`config.mk`:
```
export PLATFORM = sky130hd
export DESIGN_NAME = mxm_ext_memory_if
export DESIGN_NICKNAME = d
export VERILOG_FILES = /design/src/verilog/mxm_pkg.sv /design/src/verilog/mxm_pin_sync.sv /design/src/verilog/mxm_phase_timer.sv /design/src/verilog/mxm_ext_memory_if.sv
export SDC_FILE = /design/constraint.sdc
export NUM_CORES = 1
export LEC_CHECK = 0
export ABC_AREA = 1
export BUFFER_PORTS_ARGS = -buffer_cell sky130_fd_sc_hd__buf_4
export CORE_MARGIN = 2
export CORE_UTILIZATION = 50
export DETAILED_ROUTE_END_ITERATION = 10
export PLACE_DENSITY = 0.8
export RECOVER_POWER = 25
export SLEW_MARGIN = 20
export SYNTH_ARGS = -nofsm -noshare
export SYNTH_HDL_FRONTEND = slang
export SYNTH_HIERARCHICAL = 1
export SYNTH_SLANG_ARGS = --single-unit
```
`constraint.sdc`:
```
create_clock -name clock -period 4.7 [get_ports clock]
set_clock_uncertainty 0.2 [all_clocks]
set_input_delay 0.235 -clock clock [delete_from_list [all_inputs] [get_ports clock]]
set_output_delay 0.235 -clock clock [all_outputs]
set_load 0.02 [all_outputs]
```
`src/verilog/mxm_pkg.sv`:
```
// How it works
// - mode 00 sends every external data move to on-chip RAM, aliased.
// - mode 01 sends addresses below 2 kB on-chip and the rest off-chip.
// - mode 01 8-bit off-chip moves leave the upper byte to the port latch.
// - mode 10 sends addresses below 2 kB on-chip and the rest off-chip.
// - mode 10 8-bit off-chip moves drive the page value as upper byte.
// - mode 11 sends every move off-chip and hides on-chip RAM.
// - the strobe width field counts only while the mode high bit is zero.
// - strobe high and low times each last width field plus one cycles while the mode high bit is zero, one cycle when it is set.
// - data and the low address byte share the same eight pins.
// - first phase holds the latch strobe high with the low address out.
// - the data bus owns the shared pins while read or write is asserted.
// - pins acting as inputs have their drivers off during the move.
package mxm_pkg;

  // ==========================================================
  // register map
  localparam logic [7:0] MXM_OFS_CONFIG = 8'h00;
  localparam logic [7:0] MXM_OFS_PAGE = 8'h04;
  localparam logic [7:0] MXM_OFS_STATUS = 8'h08;
  localparam logic [7:0] MXM_OFS_RDATA = 8'h0C;

  // ==========================================================
  // fields and reset values
  localparam int MXM_CFG_WIDTH_LSB = 0;
  localparam int MXM_CFG_MODE_LSB = 2;
  localparam int MXM_CFG_MODE_HIGH = 3;
  localparam logic [7:0] MXM_CONFIG_RESET = 8'h03;
  localparam logic [7:0] MXM_PAGE_RESET = 8'h00;

  // ==========================================================
  // modes and address split
  localparam logic [1:0] MXM_MODE_INTERNAL = 2'h0;
  localparam logic [1:0] MXM_MODE_SPLIT_NOBANK = 2'h1;
  localparam logic [1:0] MXM_MODE_SPLIT_BANK = 2'h2;
  localparam logic [1:0] MXM_MODE_EXTERNAL = 2'h3;
  localparam int MXM_ONCHIP_ADDR_BITS = 11;

  // ==========================================================
  // cycle counts
  localparam logic [2:0] MXM_ALE_FIXED_LOAD = 3'h0;
  localparam logic [2:0] MXM_STROBE_LOAD = 3'h3;
  localparam int MXM_SYNC_STAGES = 2;

  // ==========================================================
  // sequencer states, gray along the off-chip path except the hold to idle step
  typedef enum logic [2:0] {
    MXM_IDLE = 3'b000,
    MXM_ALE_HIGH = 3'b001,
    MXM_ALE_LOW = 3'b011,
    MXM_STROBE = 3'b010,
    MXM_HOLD = 3'b110,
    MXM_ONCHIP = 3'b100
  } mxm_state_t;

endpackage

```
`src/verilog/mxm_pin_sync.sv`:
```
`timescale 1ns/1ps
// two-flop synchroniser for the shared data pins
module mxm_pin_sync #(
  parameter int WIDTH = 8
) (
  input wire logic clock,
  input wire logic reset,
  input wire logic [WIDTH-1:0] pinIn,
  output logic [WIDTH-1:0] syncOut
);
  logic [WIDTH-1:0] firstStage;

  // first stage feeds only the second
  always_ff @(posedge clock) begin
    if (reset) begin
      firstStage <= '0;
      syncOut <= '0;
    end else begin
      firstStage <= pinIn;
      syncOut <= firstStage;
    end
  end
endmodule

```
`src/verilog/mxm_phase_timer.sv`:
```
`timescale 1ns/1ps
// down counter that times one bus phase
module mxm_phase_timer #(
  parameter int WIDTH = 3
) (
  input wire logic clock,
  input wire logic reset,
  input wire logic load,
  input wire logic [WIDTH-1:0] loadValue,
  output logic expired
);
  logic [WIDTH-1:0] count;

  // load on phase entry, then count down to zero and stay
  always_ff @(posedge clock) begin
    if (reset) begin
      count <= '0;
    end else if (load) begin
      count <= loadValue;
    end else if (count != '0) begin
      count <= count - 1'b1;
    end
  end

  assign expired = (count == '0);
endmodule

```
`src/verilog/mxm_ext_memory_if.sv`:
```
// Our own choices: the APB interface to the registers and the register offsets.
`timescale 1ns/1ps
module mxm_ext_memory_if
  import mxm_pkg::*;
(
  input wire logic clock,
  input wire logic reset,
  // apb slave
  input wire logic psel,
  input wire logic penable,
  input wire logic pwrite,
  input wire logic [7:0] paddr,
  input wire logic [31:0] pwdata,
  output logic [31:0] prdata,
  output logic pready,
  output logic pslverr,
  // external data move requests from the core
  input wire logic movReq,
  input wire logic movWrite,
  input wire logic movWide,
  input wire logic [15:0] movAddr,
  input wire logic [7:0] movWdata,
  output logic movBusy,
  output logic movDone,
  output logic [7:0] movRdata,
  // on-chip data ram
  output logic ramReq,
  output logic ramWrite,
  output logic [MXM_ONCHIP_ADDR_BITS-1:0] ramAddr,
  output logic [7:0] ramWdata,
  input wire logic [7:0] ramRdata,
  // multiplexed pins
  input wire logic [7:0] adIn,
  output logic [7:0] adOut,
  output logic adOe,
  output logic [7:0] addrHighOut,
  output logic addrHighOe,
  output logic ale,
  output logic readStrobe_n,
  output logic writeStrobe_n,
  output logic pinsClaimed
);

  // ==========================================================
  // configuration registers
  logic [7:0] extMemoryConfig;
  logic [7:0] xramPageSelect;
  logic [7:0] lastReadData;
  logic lastOffChip;
  logic [1:0] memoryMapMode;
  logic mapModeHighBit;
  logic [1:0] latchStrobeWidthSel;

  assign memoryMapMode = extMemoryConfig[MXM_CFG_MODE_LSB +: 2];
  assign mapModeHighBit = extMemoryConfig[MXM_CFG_MODE_HIGH];
  assign latchStrobeWidthSel = extMemoryConfig[MXM_CFG_WIDTH_LSB +: 2];

  // ==========================================================
  // apb access decode
  logic apbWrite;
  logic addrMapped;

  // zero wait states: every access ends in its first access cycle
  assign pready = 1'b1;
  assign apbWrite = psel && penable && pwrite;
  assign addrMapped = (paddr == MXM_OFS_CONFIG) || (paddr == MXM_OFS_PAGE)
    || (paddr == MXM_OFS_STATUS) || (paddr == MXM_OFS_RDATA);
  assign pslverr = psel && penable && !addrMapped;

  // config: only mode and width bits stored, reserved and unused read zero
  always_ff @(posedge clock) begin
    if (reset) begin
      extMemoryConfig <= MXM_CONFIG_RESET;
    end else if (apbWrite && paddr == MXM_OFS_CONFIG) begin
      extMemoryConfig <= {4'h0, pwdata[3:0]};
    end
  end

  // page select, upper byte of 8-bit moves
  always_ff @(posedge clock) begin
    if (reset) begin
      xramPageSelect <= MXM_PAGE_RESET;
    end else if (apbWrite && paddr == MXM_OFS_PAGE) begin
      xramPageSelect <= pwdata[7:0];
    end
  end

  // ==========================================================
  // sequencer
  mxm_state_t state;
  mxm_state_t next_state;
  logic phaseExpired;
  logic phaseLoad;
  logic [2:0] phaseLoadValue;
  logic [2:0] aleLoad;
  logic [15:0] effAddr;
  logic goOffChip;
  logic driveHigh;
  logic [7:0] highByte;
  logic [7:0] syncAd;

  // read back captured in the setup cycle, so prdata is a flop and
  // the access still needs no wait state
  always_ff @(posedge clock) begin
    if (reset) begin
      prdata <= 32'h0000_0000;
    end else begin
      prdata <= 32'h0000_0000;
      if (psel && !penable && !pwrite) begin
        unique case (paddr)
          MXM_OFS_CONFIG: prdata <= {24'h00_0000, extMemoryConfig};
          MXM_OFS_PAGE: prdata <= {24'h00_0000, xramPageSelect};
          MXM_OFS_STATUS: prdata <= {27'h000_0000, state, lastOffChip,
                                     movBusy};
          MXM_OFS_RDATA: prdata <= {24'h00_0000, lastReadData};
          default: prdata <= 32'h0000_0000;
        endcase
      end
    end
  end

  // 8-bit moves take the page as upper byte, 16-bit the full address
  assign effAddr = movWide ? movAddr : {xramPageSelect, movAddr[7:0]};

  // route the move by mode and by the 2 kB split
  always_comb begin
    goOffChip = 1'b0;
    unique case (memoryMapMode)
      MXM_MODE_INTERNAL: goOffChip = 1'b0;
      // a low page keeps an 8-bit move on-chip
      MXM_MODE_SPLIT_NOBANK: goOffChip =
        (effAddr[15:MXM_ONCHIP_ADDR_BITS] != '0);
      MXM_MODE_SPLIT_BANK: goOffChip =
        (effAddr[15:MXM_ONCHIP_ADDR_BITS] != '0);
      MXM_MODE_EXTERNAL: goOffChip = 1'b1;
      default: goOffChip = 1'b0;
    endcase
  end

  // upper byte: 16-bit drives it, mode 10 drives the page,
  // 8-bit moves in 01 and 11 leave the port latch in charge
  always_comb begin
    driveHigh = 1'b1;
    highByte = effAddr[15:8];
    if (!movWide) begin
      if (memoryMapMode == MXM_MODE_SPLIT_BANK) begin
        highByte = xramPageSelect;
      end else begin
        driveHigh = 1'b0;
        highByte = 8'h00;
      end
    end
  end

  // width field counts only while mode high bit is clear
  assign aleLoad = mapModeHighBit ? MXM_ALE_FIXED_LOAD
    : {1'b0, latchStrobeWidthSel};

  always_comb begin
    next_state = state;
    unique case (state)
      MXM_IDLE: begin
        if (movReq) begin
          next_state = goOffChip ? MXM_ALE_HIGH : MXM_ONCHIP;
        end
      end
      MXM_ONCHIP: next_state = MXM_IDLE;
      MXM_ALE_HIGH: begin
        if (phaseExpired) begin
          next_state = MXM_ALE_LOW;
        end
      end
      MXM_ALE_LOW: begin
        if (phaseExpired) begin
          next_state = MXM_STROBE;
        end
      end
      MXM_STROBE: begin
        if (phaseExpired) begin
          next_state = MXM_HOLD;
        end
      end
      MXM_HOLD: next_state = MXM_IDLE;
      default: next_state = MXM_IDLE;
    endcase
  end

  always_ff @(posedge clock) begin
    if (reset) begin
      state <= MXM_IDLE;
    end else begin
      state <= next_state;
    end
  end

  // timer reloads on each phase entry: n cycles means load n-1
  assign phaseLoad = (next_state != state);
  always_comb begin
    phaseLoadValue = 3'h0;
    if (next_state == MXM_ALE_HIGH || next_state == MXM_ALE_LOW) begin
      phaseLoadValue = aleLoad;
    end else if (next_state == MXM_STROBE) begin
      phaseLoadValue = MXM_STROBE_LOAD;
    end
  end

  mxm_phase_timer #(
    .WIDTH(3)
  ) phaseTimer (
    .clock(clock),
    .reset(reset),
    .load(phaseLoad),
    .loadValue(phaseLoadValue),
    .expired(phaseExpired)
  );

  mxm_pin_sync #(
    .WIDTH(8)
  ) adSync (
    .clock(clock),
    .reset(reset),
    .pinIn(adIn),
    .syncOut(syncAd)
  );

  // ==========================================================
  // captured move
  logic moveWrite;
  logic [7:0] moveData;
  logic [7:0] moveLow;

  // request fields held for the whole move
  always_ff @(posedge clock) begin
    if (reset) begin
      moveWrite <= 1'b0;
      moveData <= 8'h00;
      moveLow <= 8'h00;
      lastOffChip <= 1'b0;
    end else if (state == MXM_IDLE && movReq) begin
      moveWrite <= movWrite;
      moveData <= movWdata;
      moveLow <= effAddr[7:0];
      lastOffChip <= goOffChip;
    end
  end

  // ==========================================================
  // shared pins, registered from the next state to stay glitch free
  always_ff @(posedge clock) begin
    if (reset) begin
      adOut <= 8'h00;
      adOe <= 1'b0;
      ale <= 1'b0;
      readStrobe_n <= 1'b1;
      writeStrobe_n <= 1'b1;
      pinsClaimed <= 1'b0;
    end else begin
      adOut <= 8'h00;
      adOe <= 1'b0;
      ale <= 1'b0;
      readStrobe_n <= 1'b1;
      writeStrobe_n <= 1'b1;
      pinsClaimed <= 1'b0;
      unique case (next_state)
        MXM_ALE_HIGH: begin
          // latch is transparent, low address on the shared pins
          adOut <= (state == MXM_IDLE) ? effAddr[7:0] : moveLow;
          adOe <= 1'b1;
          ale <= 1'b1;
          pinsClaimed <= 1'b1;
        end
        MXM_ALE_LOW: begin
          // address kept through the fall so the latch freezes it
          adOut <= moveLow;
          adOe <= 1'b1;
          pinsClaimed <= 1'b1;
        end
        MXM_STROBE: begin
          // data owns the pins; on reads the memory drives them
          adOut <= moveWrite ? moveData : 8'h00;
          adOe <= moveWrite;
          readStrobe_n <= moveWrite;
          writeStrobe_n <= !moveWrite;
          pinsClaimed <= 1'b1;
        end
        MXM_HOLD: begin
          // write data held one cycle past the strobe edge
          adOut <= moveWrite ? moveData : 8'h00;
          adOe <= moveWrite;
          pinsClaimed <= 1'b1;
        end
        default: begin
          pinsClaimed <= 1'b0;
        end
      endcase
    end
  end

  // upper address pins, set at move start and held to its end
  always_ff @(posedge clock) begin
    if (reset) begin
      addrHighOut <= 8'h00;
      addrHighOe <= 1'b0;
    end else if (state == MXM_IDLE && movReq && goOffChip) begin
      addrHighOut <= highByte;
      addrHighOe <= driveHigh;
    end else if (next_state == MXM_IDLE || next_state == MXM_ONCHIP) begin
      addrHighOut <= 8'h00;
      addrHighOe <= 1'b0;
    end
  end

  // ==========================================================
  // on-chip ram port, low 11 bits so larger addresses alias
  always_ff @(posedge clock) begin
    if (reset) begin
      ramReq <= 1'b0;
      ramWrite <= 1'b0;
      ramAddr <= '0;
      ramWdata <= 8'h00;
    end else if (state == MXM_IDLE && movReq && !goOffChip) begin
      ramReq <= 1'b1;
      ramWrite <= movWrite;
      ramAddr <= effAddr[MXM_ONCHIP_ADDR_BITS-1:0];
      ramWdata <= movWdata;
    end else begin
      ramReq <= 1'b0;
      ramWrite <= 1'b0;
    end
  end

  // ==========================================================
  // completion and read data
  // the synchroniser lags two cycles, so data is sampled at the
  // strobe's last cycle; the strobe is four cycles to cover that
  always_ff @(posedge clock) begin
    if (reset) begin
      movDone <= 1'b0;
      movRdata <= 8'h00;
      lastReadData <= 8'h00;
    end else begin
      movDone <= 1'b0;
      if (state == MXM_ONCHIP) begin
        movDone <= 1'b1;
        if (!moveWrite) begin
          movRdata <= ramRdata;
          lastReadData <= ramRdata;
        end
      end else if (state == MXM_HOLD) begin
        movDone <= 1'b1;
      end
      if (state == MXM_STROBE && phaseExpired && !moveWrite) begin
        movRdata <= syncAd;
        lastReadData <= syncAd;
      end
    end
  end

  assign movBusy = (state != MXM_IDLE);

endmodule

```
== After elaboration in Yosys (flattened, before gate mapping) ==
Index checks and enable logic that the tools add are counted.
Widths: inputs -> output; s select.
Word-level totals
  register bits: 136
  input port bits: 88
Operators by class
  add/sub/neg operators: 1
  equality and inequality tests: 18
  mux-type cells: 34
  bitwise logic cells: 3
  reductions and logical operators: 41
Operator list (count)
  $mux 8: 9
  $pmux 8 s4: 1
  $pmux 8 s3: 1
  $mux 3: 7
  $eq 8x4->1 const B: 2
  $mux 16: 1
  $eq 3x2->1 const B: 4
  $eq 3x3->1 const B: 4
  $logic_and 1x1->1: 12
  $pmux 3 s4: 1
  $reduce_or 2->1: 6
  $logic_not 3->1: 3
  $mux 1: 9
  $eq 8x3->1 const B: 1
  $logic_not 8->1: 1
  $eq 3x1->1 const B: 2
  $mux 2: 3
  $reduce_bool 2->1: 3
  $reduce_bool 3->1: 2
  $logic_not 1->1: 5
  $logic_or 1x1->1: 5
  $reduce_bool 5->1: 1
  $eq 2x2->1 const B: 2
  $reduce_or 4->1: 1
  other kinds (9): 11

== Logic depth before layout (Yosys ltp) ==
Gate-level depths: netlist of the first run.
  depth in word-level cells: 10
  gate-level depth with buffers: 20
  depth with buffers taken out: 19

== Modules after synthesis ==
The synthesis of the first run kept the hierarchy.
Modules (own cells, without submodules)
  mxm_ext_memory_if: instances 1, cells each 543, area each 4214.0 um2, sequential area each 1861.8 um2
  mxm_pin_sync: instances 1, cells each 50, area each 474.2 um2, sequential area each 320.3 um2
  mxm_phase_timer: instances 1, cells each 28, area each 198.9 um2, sequential area each 60.1 um2

== Worst setup path before layout of the first run ==
OpenSTA, ideal clock, no wires.
  kind: register -> register
  start: register phaseTimer.count[0]
  end: register phaseTimer.count[1]
  library setup time: 0.114 ns
  arrival time: 1.924 ns
  data required time: 4.386 ns
  setup slack: 2.462 ns
  cell stages (with the launch flop): 16
  path buffers: 0
  period minus slack after synthesis: 2.238 ns
  cell sequence: dfxtp_1 -> inv_1 -> ha_1 -> inv_1 -> nor2_1 -> inv_1 -> nor4_4 -> nor2_4 -> nand3_1 -> nand2_1 -> nand3_1 -> inv_2 -> nand3_2 -> inv_1 -> nor2_1 -> nor2_1
Between the ends
  elaborated cells on any way between the ends: 17
  classes of those cells: 1 x add/sub; 4 x eq/ne; 8 x mux; 4 x reduce/logical
RTL lines
  start: declaration: RTL line mxm_phase_timer.sv:12  | logic [WIDTH-1:0] count;
  start signal: assignment: RTL line mxm_phase_timer.sv:19  | count <= loadValue;
  start signal: assignment: RTL line mxm_phase_timer.sv:21  | count <= count - 1'b1;
  $logic_not 3->1 (*): RTL line mxm_phase_timer.sv:25  | assign expired = (count == '0);
  net phaseExpired: RTL line mxm_ext_memory_if.sv:92  | logic phaseExpired;
  $mux 3, on equally long branches: RTL line mxm_ext_memory_if.sv:179, mxm_ext_memory_if.sv:169, mxm_ext_memory_if.sv:174
  $pmux 3 s4 (*): RTL line mxm_ext_memory_if.sv:161  | unique case (state)
  $ne 3x3->1 (*): RTL line mxm_ext_memory_if.sv:197  | assign phaseLoad = (next_state != state);
  net phaseLoad: RTL line mxm_ext_memory_if.sv:93  | logic phaseLoad;
  $mux 3 / $reduce_bool 2->1 (equally long branches)
The timed path passes the listed nets; every way through them passes the cells marked *. The select of a mux whose other input is x is not followed.
A chain may end at the register's enable or synchronous reset.

== Worst setup path in the final report of the first run ==
  start: register phaseTimer.count[0]
  end: register phaseTimer.count[0]
The elaborated chain is that of the path after synthesis.

==> reports/summary.md, run 1 <==
• **Worst Path Required** 4.80 ns
• **power density over the cells** 301.1 nW/um^2
• **MaxCap Viol Count** 0
• **vias in the first global route** 4309
• **worst hold path type** primary input to register
• **clk_lat worst skew** 0.37 ns
• **final setup fails** 0
• **standard cell core area** 9639 sq um
• **CP endpoint** phaseTimer/count[0]$_SDFFE_PP0P_
• **post-layout power** 1907 uW
• **Slew HR** 39.90%
• **clock tree from TritonCTS** yes
• **dpl cells** 857
• **largest area contributor in the synthesized netlist** dfxtp_1
• **number of cells on the worst hold path** 3
• **timing-limited maximum frequency** 364.1 MHz
• **Setup Fix Bufs, Post-CTS** 0
• **data arrival time of the critical path** 2.85 ns
• **Reg2Reg Setup Slack** 1.95 ns
• **number of cells on the worst reg-to-reg path** 14
• **aggregate negative setup slack** 0 ns
• **worst setup path startpoint** phaseTimer/count[0]$_SDFFE_PP0P_
• **utilization after layout** 65.72%
• **crit-path max FO** 10
• **most used flip-flop cell after synthesis** dfxtp_1
• **residual antenna-violating net count after detailed routing** 0
• **setup repair after global routing missed its margin** no
• **final-report hold violation count** 0
• **clock slew seen by the registers of the worst setup and hold paths** 0.11 ns
• **wire length of the first global-routing pass** 19490 microns
• **Initial Util** 50.70%
• **residual DRC count** 0
• **total of warnings raised by yosys** 6
• **share of the synthesized area in the top cell type** 45.88%
• **transition time at the pin with the least slew margin** 0.9005 ns
• **die footprint** 10580 sq um
• **static power due to leakage** 0.002846 uW
• **Crit Path Class** register to register
• **number of buffers added on ports** 125
• **Ant. Diodes** 0
• **worst r2r src** phaseTimer/count[0]$_SDFFE_PP0P_
• **Pre-antenna DRT Iters** 5
• **type of element launching the critical path** register
• **Remaining Overflow, GRT** 0
• **net count reported at finish** 875
• **height of the die** 102.9 microns
• **cells taking the most area after synthesis** dfxtp_1 (46%), nand2_1 (8.2%), nor2_1 (5.5%)
• **status** complete, no violations
• **nature of the critical path endpoint** register
• **number of instances in the synthesized netlist** 621
• **Horiz. Die Dim** 102.9 microns
• **antenna violations before repair** 0
• **mapped cell area** 4887 sq um
• **time the final worst path needs with I/O delays and setup** 2.746 ns
• **wire per inst** 13.46 microns
• **Area Growth Syn to Fin** 29.62%
• **total of fill cells in the finished design** 821
• **post-detailed-route via-to-cell ratio** 4.973
• **CTS sink count** 112
• **count of state elements after synthesis** 112
• **number of buffers added by the clock tree synthesis step** 9
• **proportion of synthesized flip-flops having asynchronous set or reset** 0%
• **total count of max-transition violations in the final report** 0
• **Longest Clk Path Bufs** 2
• **sequential cell area fraction in the yosys report** 45.88%
• **drt first-iter violations** 221
• **io pins** 175
• **total global routing track utilization** 23.57%
• **count of non-filler cells in the finished layout** 920
• **largest net degree at the start of global routing** 70
• **Final Routed Wirelength** 12380 microns
• **ratio of final minimum period to clock period** 58.43%
• **buffer cell driving the clock tree root** clkbuf_8
• **via count** 4575
• **detailed placer's ending HPWL** 8447 microns
• **RD Place Congestion** 0.8703
• **layout cells sized above 1** 19.31%
• **count of distinct cell types in the synthesized netlist** 47
• **endpoint of the lowest-slack register-to-register path** phaseTimer/count[0]$_SDFFE_PP0P_
• **row count** 36
• **peak supply drop** 0.0001858 V
• **Avg Cell Area, Syn** 7.870 sq um
• **CTS H-tree lvls** 3
• **number of enable flip-flop cells after synthesis** 0
## area by class of cell
type / instances / area [sq um] / share of cell area (%)
Clock buffer: 9 / 123.9 / 1.955
Clock inverter: 7 / 85.08 / 1.343
Inverter: 80 / 322.8 / 5.096
Multi-Input combinational cell: 407 / 2083 / 32.89
Sequential cell: 112 / 2242 / 35.39
Tap cell: 133 / 166.4 / 2.627
Timing Repair Buffer: 172 / 1311 / 20.70
## how the worst min path moves through the flow
stage / start / endpoint / slack, ns
6_report: movWide / ramAddr[8]$_SDFFE_PP0P_ / 0.03
5_1_grt: movWide / ramAddr[8]$_SDFFE_PP0P_ / 0.03
4_1_cts: movWide / ramAddr[8]$_SDFFE_PP0P_ / 0.008
3_5_place_dp: adSync/firstStage[0]$_SDFF_PP0_ / adSync/syncOut[0]$_SDFF_PP0_ / 0.19
3_3_place_gp: adSync/firstStage[2]$_SDFF_PP0_ / adSync/syncOut[2]$_SDFF_PP0_ / 0.19
2_1_floorplan: reset / phaseTimer/count[0]$_SDFFE_PP0P_ / 0.1
## sequential cells by signal (all words and copies together), names as in the netlist, 3 cells and up
name,flops
adOut,8
adSync/firstStage,8
adSync/syncOut,8
addrHighOut,8
extMemoryConfig,4
lastReadData,8
moveData,8
moveLow,8
phaseTimer/count,3
prdata,8
ramAddr,11
ramWdata,8
state,3
xramPageSelect,8
## logic make-up after synthesis
| logic type | Yosys count | synth area share [%] |
|---|---|---|
| and+or+nand+nor | 246 | 23.63 |
| AOI/OAI and AO/OA | 129 | 15.64 |
| buffers and inverters | 126 | 13.24 |
| DFF | 112 | 45.88 |
| adders and majority gates | 5 | 1.280 |
| other | 2 | 0.1537 |
| xor gates and xnor gates | 1 | 0.1792 |
## critical path: stages, from the launching register on
cell	delay, ns
dfxtp_1	0.34
inv_1	0.08
ha_1	0.22
inv_1	0.06
nor2_1	0.22
inv_1	0.14
nor4_4	0.53
nor2_4	0.11
nand3_1	0.10
nand2_1	0.08
nand3_1	0.17
inv_2	0.08
nand3_2	0.12
nand2_1	0.09
a21oi_2	0.15
## cell usage in the layout (no fill, tap or decap), drive strengths merged
cell type | Yosys | routed
nand2 | 115 | 115
dfxtp | 112 | 112
buf | 39 | 91
inv | 77 | 82
nor2 | 81 | 81
a21oi | 50 | 50
dlygate4sd3 | 0 | 47
o21ai | 45 | 45
clkbuf | 7 | 43
nand3 | 33 | 33
conb | 2 | 26
a221oi | 10 | 10
a32oi | 8 | 8
nand4 | 6 | 6
a31oi | 5 | 5
ha | 5 | 5
o211ai | 4 | 4
nor3 | 4 | 4
nor4 | 4 | 4
clkinv | 3 | 4
a211oi | 3 | 3
o21bai | 2 | 2
and2 | 1 | 1
o31ai | 1 | 1
and3 | 1 | 1
a22oi | 1 | 1
or2 | 1 | 1
bufinv | 0 | 1
xnor2 | 1 | 1
## repair_timing
action                    4_1_cts  5_1_grt
resized for setup               0        0
hold endpoints to repair       67        0
hold buffers                   47        0
## report_power, final
part	internal, uW	total, uW	switching [uW]
registers	988	1010	22.6
clock network	259	607	347
logic	121	290	168
total	1370	1910	538
## layer usage
layer | routed length, microns | global-route usage, %
met2 | 6479 | 43.14
met1 | 4978 | 28.04
met3 | 781 | 5.288
met4 | 141 | 5.769
met5 | 0 | 0
## metrics by stage
stage	area [sq um]	setup slack (ns)	hold WS, ns
global placement	5758	2.121	0.1932
finish	6335	1.954	0.03093
detailed placement	5758	2.056	0.1944
floorplan	4977	2.462	0.09744
CTS	6437	2.005	0.007595
global route	6335	1.744	0.03415
## synthesized netlist by cell type, types with 4 or more instances
cell type / count
nand2_2: 7
buf_2: 4
nand4_1: 6
clkbuf_1: 7
nand3_1: 29
a31oi_1: 5
a221oi_1: 10
inv_2: 7
buf_6: 5
nor2_1: 72
o211ai_1: 4
dfxtp_1: 112
nor2_2: 4
nand2_1: 107
a32oi_1: 8
ha_1: 5
buf_4: 26
o21ai_0: 44
inv_1: 67
a21oi_1: 48
No activity file was read; power rests on OpenSTA's default activity.
==> run 2, diff against run 1 <==
- clock period: 4.7 -> 2.6 ns (I/O delays scaled with it)
==> reports/summary.md, run 2 (synthesis gave the netlist of run 1 again) <==
• **most frequent cell on the critical path** inv_1
• **wire per inst** 13.86 microns, +3.0%
• **largest net degree at the start of global routing** 56, -20%
• **register area** 2243 sq um, about the same
• **layout cells sized above 1** 18.66%, -0.66 points
• **total of fill cells in the finished design** 827, +0.73%
• **cell with the biggest individual delay on the critical path** dfxtp_1
• **Reg2Reg Setup Slack** 0.21 ns, -1.74 ns
• **crit-path max FO** 10, unchanged
• **Longest Clk Path Bufs** 2, unchanged
• **transition time at the pin with the least slew margin** 0.7129 ns, -0.1876 ns
• **clk_lat worst skew** 0.39 ns, +0.02 ns
• **via count** 4643, +1.5%
• **net count reported at finish** 892, +1.9%
• **power density over the cells** 529.8 nW/um^2, +76%
• **worst setup path startpoint** phaseTimer/count[0]$_SDFFE_PP0P_
• **Worst Path Required** 2.73 ns, -2.07 ns
• **io pins** 175, unchanged
• **clock slew seen by the registers of the worst setup and hold paths** 0.12 ns, about the same
• **data arrival time of the critical path** 2.51 ns, -0.34 ns
• **time the final worst path needs with I/O delays and setup** 2.385 ns, -0.3608 ns
• **type of element launching the critical path** register
• **cell area after layout** 6425 sq um, +1.4%
• **antenna violations before repair** 0, unchanged
• **flip-flop count of the largest register after layout** 11, unchanged
• **worst path setup slack after routing** 0.2147 ns, -1.739 ns
• **worst r2r src** phaseTimer/count[0]$_SDFFE_PP0P_
• **total global routing track utilization** 24.59%, +1.0 points
• **MaxCap Viol Count** 0, unchanged
• **standard cell core area** 9639 sq um, unchanged
• **timing-limited maximum frequency** 419.2 MHz, +15%
• **RD Place Congestion** 0.8804, +1.2%
• **worst hold path type** primary input to register
• **multi-input gate area in the final layout** 2102 sq um, +0.90%
• **die footprint** 10580 sq um, unchanged
• **peak supply drop** 0.0002915 V, +57%
• **row count** 36, unchanged
• **residual antenna-violating net count after detailed routing** 0, unchanged
• **critical path, cell by cell** inv_1 > ha_1 > inv_1 > nor2_1 > inv_1 > o21ai_1 > nand2_2 > clkinv_1 > nand3_4 > o31ai_2 > nand2_1 > o21ai_0 > nand2_1 > a21oi_2
• **most flop-heavy register** ramAddr
• **drt first-iter violations** 182, -18%
• **Crit Path Class** register to register
• **ratio of final minimum period to clock period** 91.74%, +33 points
• **Pre-antenna DRT Iters** 5, unchanged
• **detailed placer's ending HPWL** 8494 microns, +0.55%
• **Final Routed Wirelength** 12990 microns, +4.9%
• **Horiz. Die Dim** 102.9 microns, unchanged
• **setup repair after global routing missed its margin** no
• **clock tree from TritonCTS** yes
• **post-detailed-route via-to-cell ratio** 4.955, -0.35%
• **status** complete, no violations
• **number of buffers added by the clock tree synthesis step** 9, unchanged
• **worst-case hold slack** 0.02183 ns, -0.009094 ns
• **vias in the first global route** 4478, +3.9%
• **utilization after layout** 66.65%, +0.93 points
• **Ant. Diodes** 0, unchanged
• **nature of the critical path endpoint** register
• **placed cell areas** 5811 sq um, +0.91%
• **CP endpoint** phaseTimer/count[0]$_SDFFE_PP0P_
• **number of buffers added on ports** 125, unchanged
• **final setup fails** 0, unchanged
• **residual DRC count** 0, unchanged
• **Remaining Overflow, GRT** 0, unchanged
• **number of cells on the worst reg-to-reg path** 14, unchanged
• **top library cells by usage in the layout, fill and taps aside** dfxtp_1 (111), nand2_1 (107), buf_4 (92)
• **CTS sink count** 112, unchanged
• **total count of max-transition violations in the final report** 0, unchanged
• **aggregate negative setup slack** 0 ns, unchanged
• **height of the die** 102.9 microns, unchanged
• **Worst path max stage delay** 0.35 ns, -0.18 ns
• **Area Growth Syn to Fin** 31.46%
• **endpoint of the lowest-slack register-to-register path** phaseTimer/count[0]$_SDFFE_PP0P_
• **CTS H-tree lvls** 3, unchanged
• **post-place setup slack** 0.2048 ns, -1.851 ns
• **Slew HR** 52.47%, +13 points
• **most common cell after layout, fill and taps aside** dfxtp_1
• **final-report hold violation count** 0, unchanged
• **wire length of the first global-routing pass** 20330 microns, +4.3%
• **static power due to leakage** 0.002861 uW, +0.53%
• **buffer cell driving the clock tree root** clkbuf_8
• **Initial Util** 50.70%, unchanged
[run 2: cell count changes in the layout (fill, tap and decap cells not counted), moves of 2 or more]
| cell | previous run | this run |
|---|---|---|
| nor2_1 | 74 | 72 |
| clkbuf_4 | 8 | 0 |
| clkbuf_1 | 26 | 43 |
| inv_6 | 5 | 3 |
| nor2_2 | 2 | 4 |
| dlygate4sd3_1 | 47 | 54 |
[run 2: worst min-delay path by stage]
stage	to	slack (ns)	cells after the start	startpoint
after global placement	adSync/firstStage[0]$_SDFF_PP0_	0.13	3	adIn[0]
final	prdata[6]$_SDFF_PP0_	0.02	4	paddr[1]
after floorplan	phaseTimer/count[0]$_SDFFE_PP0P_	-0.008	1	reset
after detailed placement	adSync/firstStage[2]$_SDFF_PP0_	0.14	3	adIn[2]
after global routing	prdata[5]$_SDFF_PP0_	0.05	4	paddr[1]
after CTS	prdata[7]$_SDFF_PP0_	0.02	4	paddr[0]
[run 2: power breakdown]
| group | switching (uW) | internal, uW | leakage [uW] |
|---|---|---|---|
| registers | 40.5 | 1790 | 0.000917 |
| clock network | 661 | 381 | 0.000101 |
| logic | 311 | 223 | 0.00184 |
| total | 1010 | 2390 | 0.00286 |
[run 2: stage by stage]
step                instances  power (uW)
floorplan                 645        2185
global placement          864        2319
detailed placement        864        2335
CTS                       934        3408
global route              937        3535
finish                    937        3404
[run 2: layout make-up]
cell class	instances	area share, %
multi-input cells	407	32.72
flip-flops and latches	112	34.92
inverters	80	5.024
clock inverters	7	1.149
clock buffers	9	1.928
well taps	133	2.590
repair buffers	189	21.67
[run 2: layer usage]
| layer | part of all wire [%] | vias up | GRT usage (%) |
|---|---|---|---|
| li1 | - | 2327 | - |
| met1 | 40 | 2119 | 27.37 |
| met2 | 52 | 163 | 45.70 |
| met3 | 5.8 | 34 | 4.271 |
| met4 | 2.9 | 0 | 10.93 |
| met5 | 0 | - | 0 |
[run 2: what timing repair did]
action | 4_1_cts | 5_1_grt
buffers inserted | 0 | 3
gates resized for setup | 0 | 3
hold endpoints to repair | 78 | 0
setup endpoints to repair | 0 | 3
hold buffers | 54 | 0
[run 2: critical path, delay by kind of cell (launching register included)]
kind | cells | cell delay (ns)
and+or+nand+nor | 5 | 0.60
buffers and inverters | 4 | 0.51
adders and majority gates | 1 | 0.21
DFF | 1 | 0.35
AOI/OAI and AO/OA | 4 | 0.44
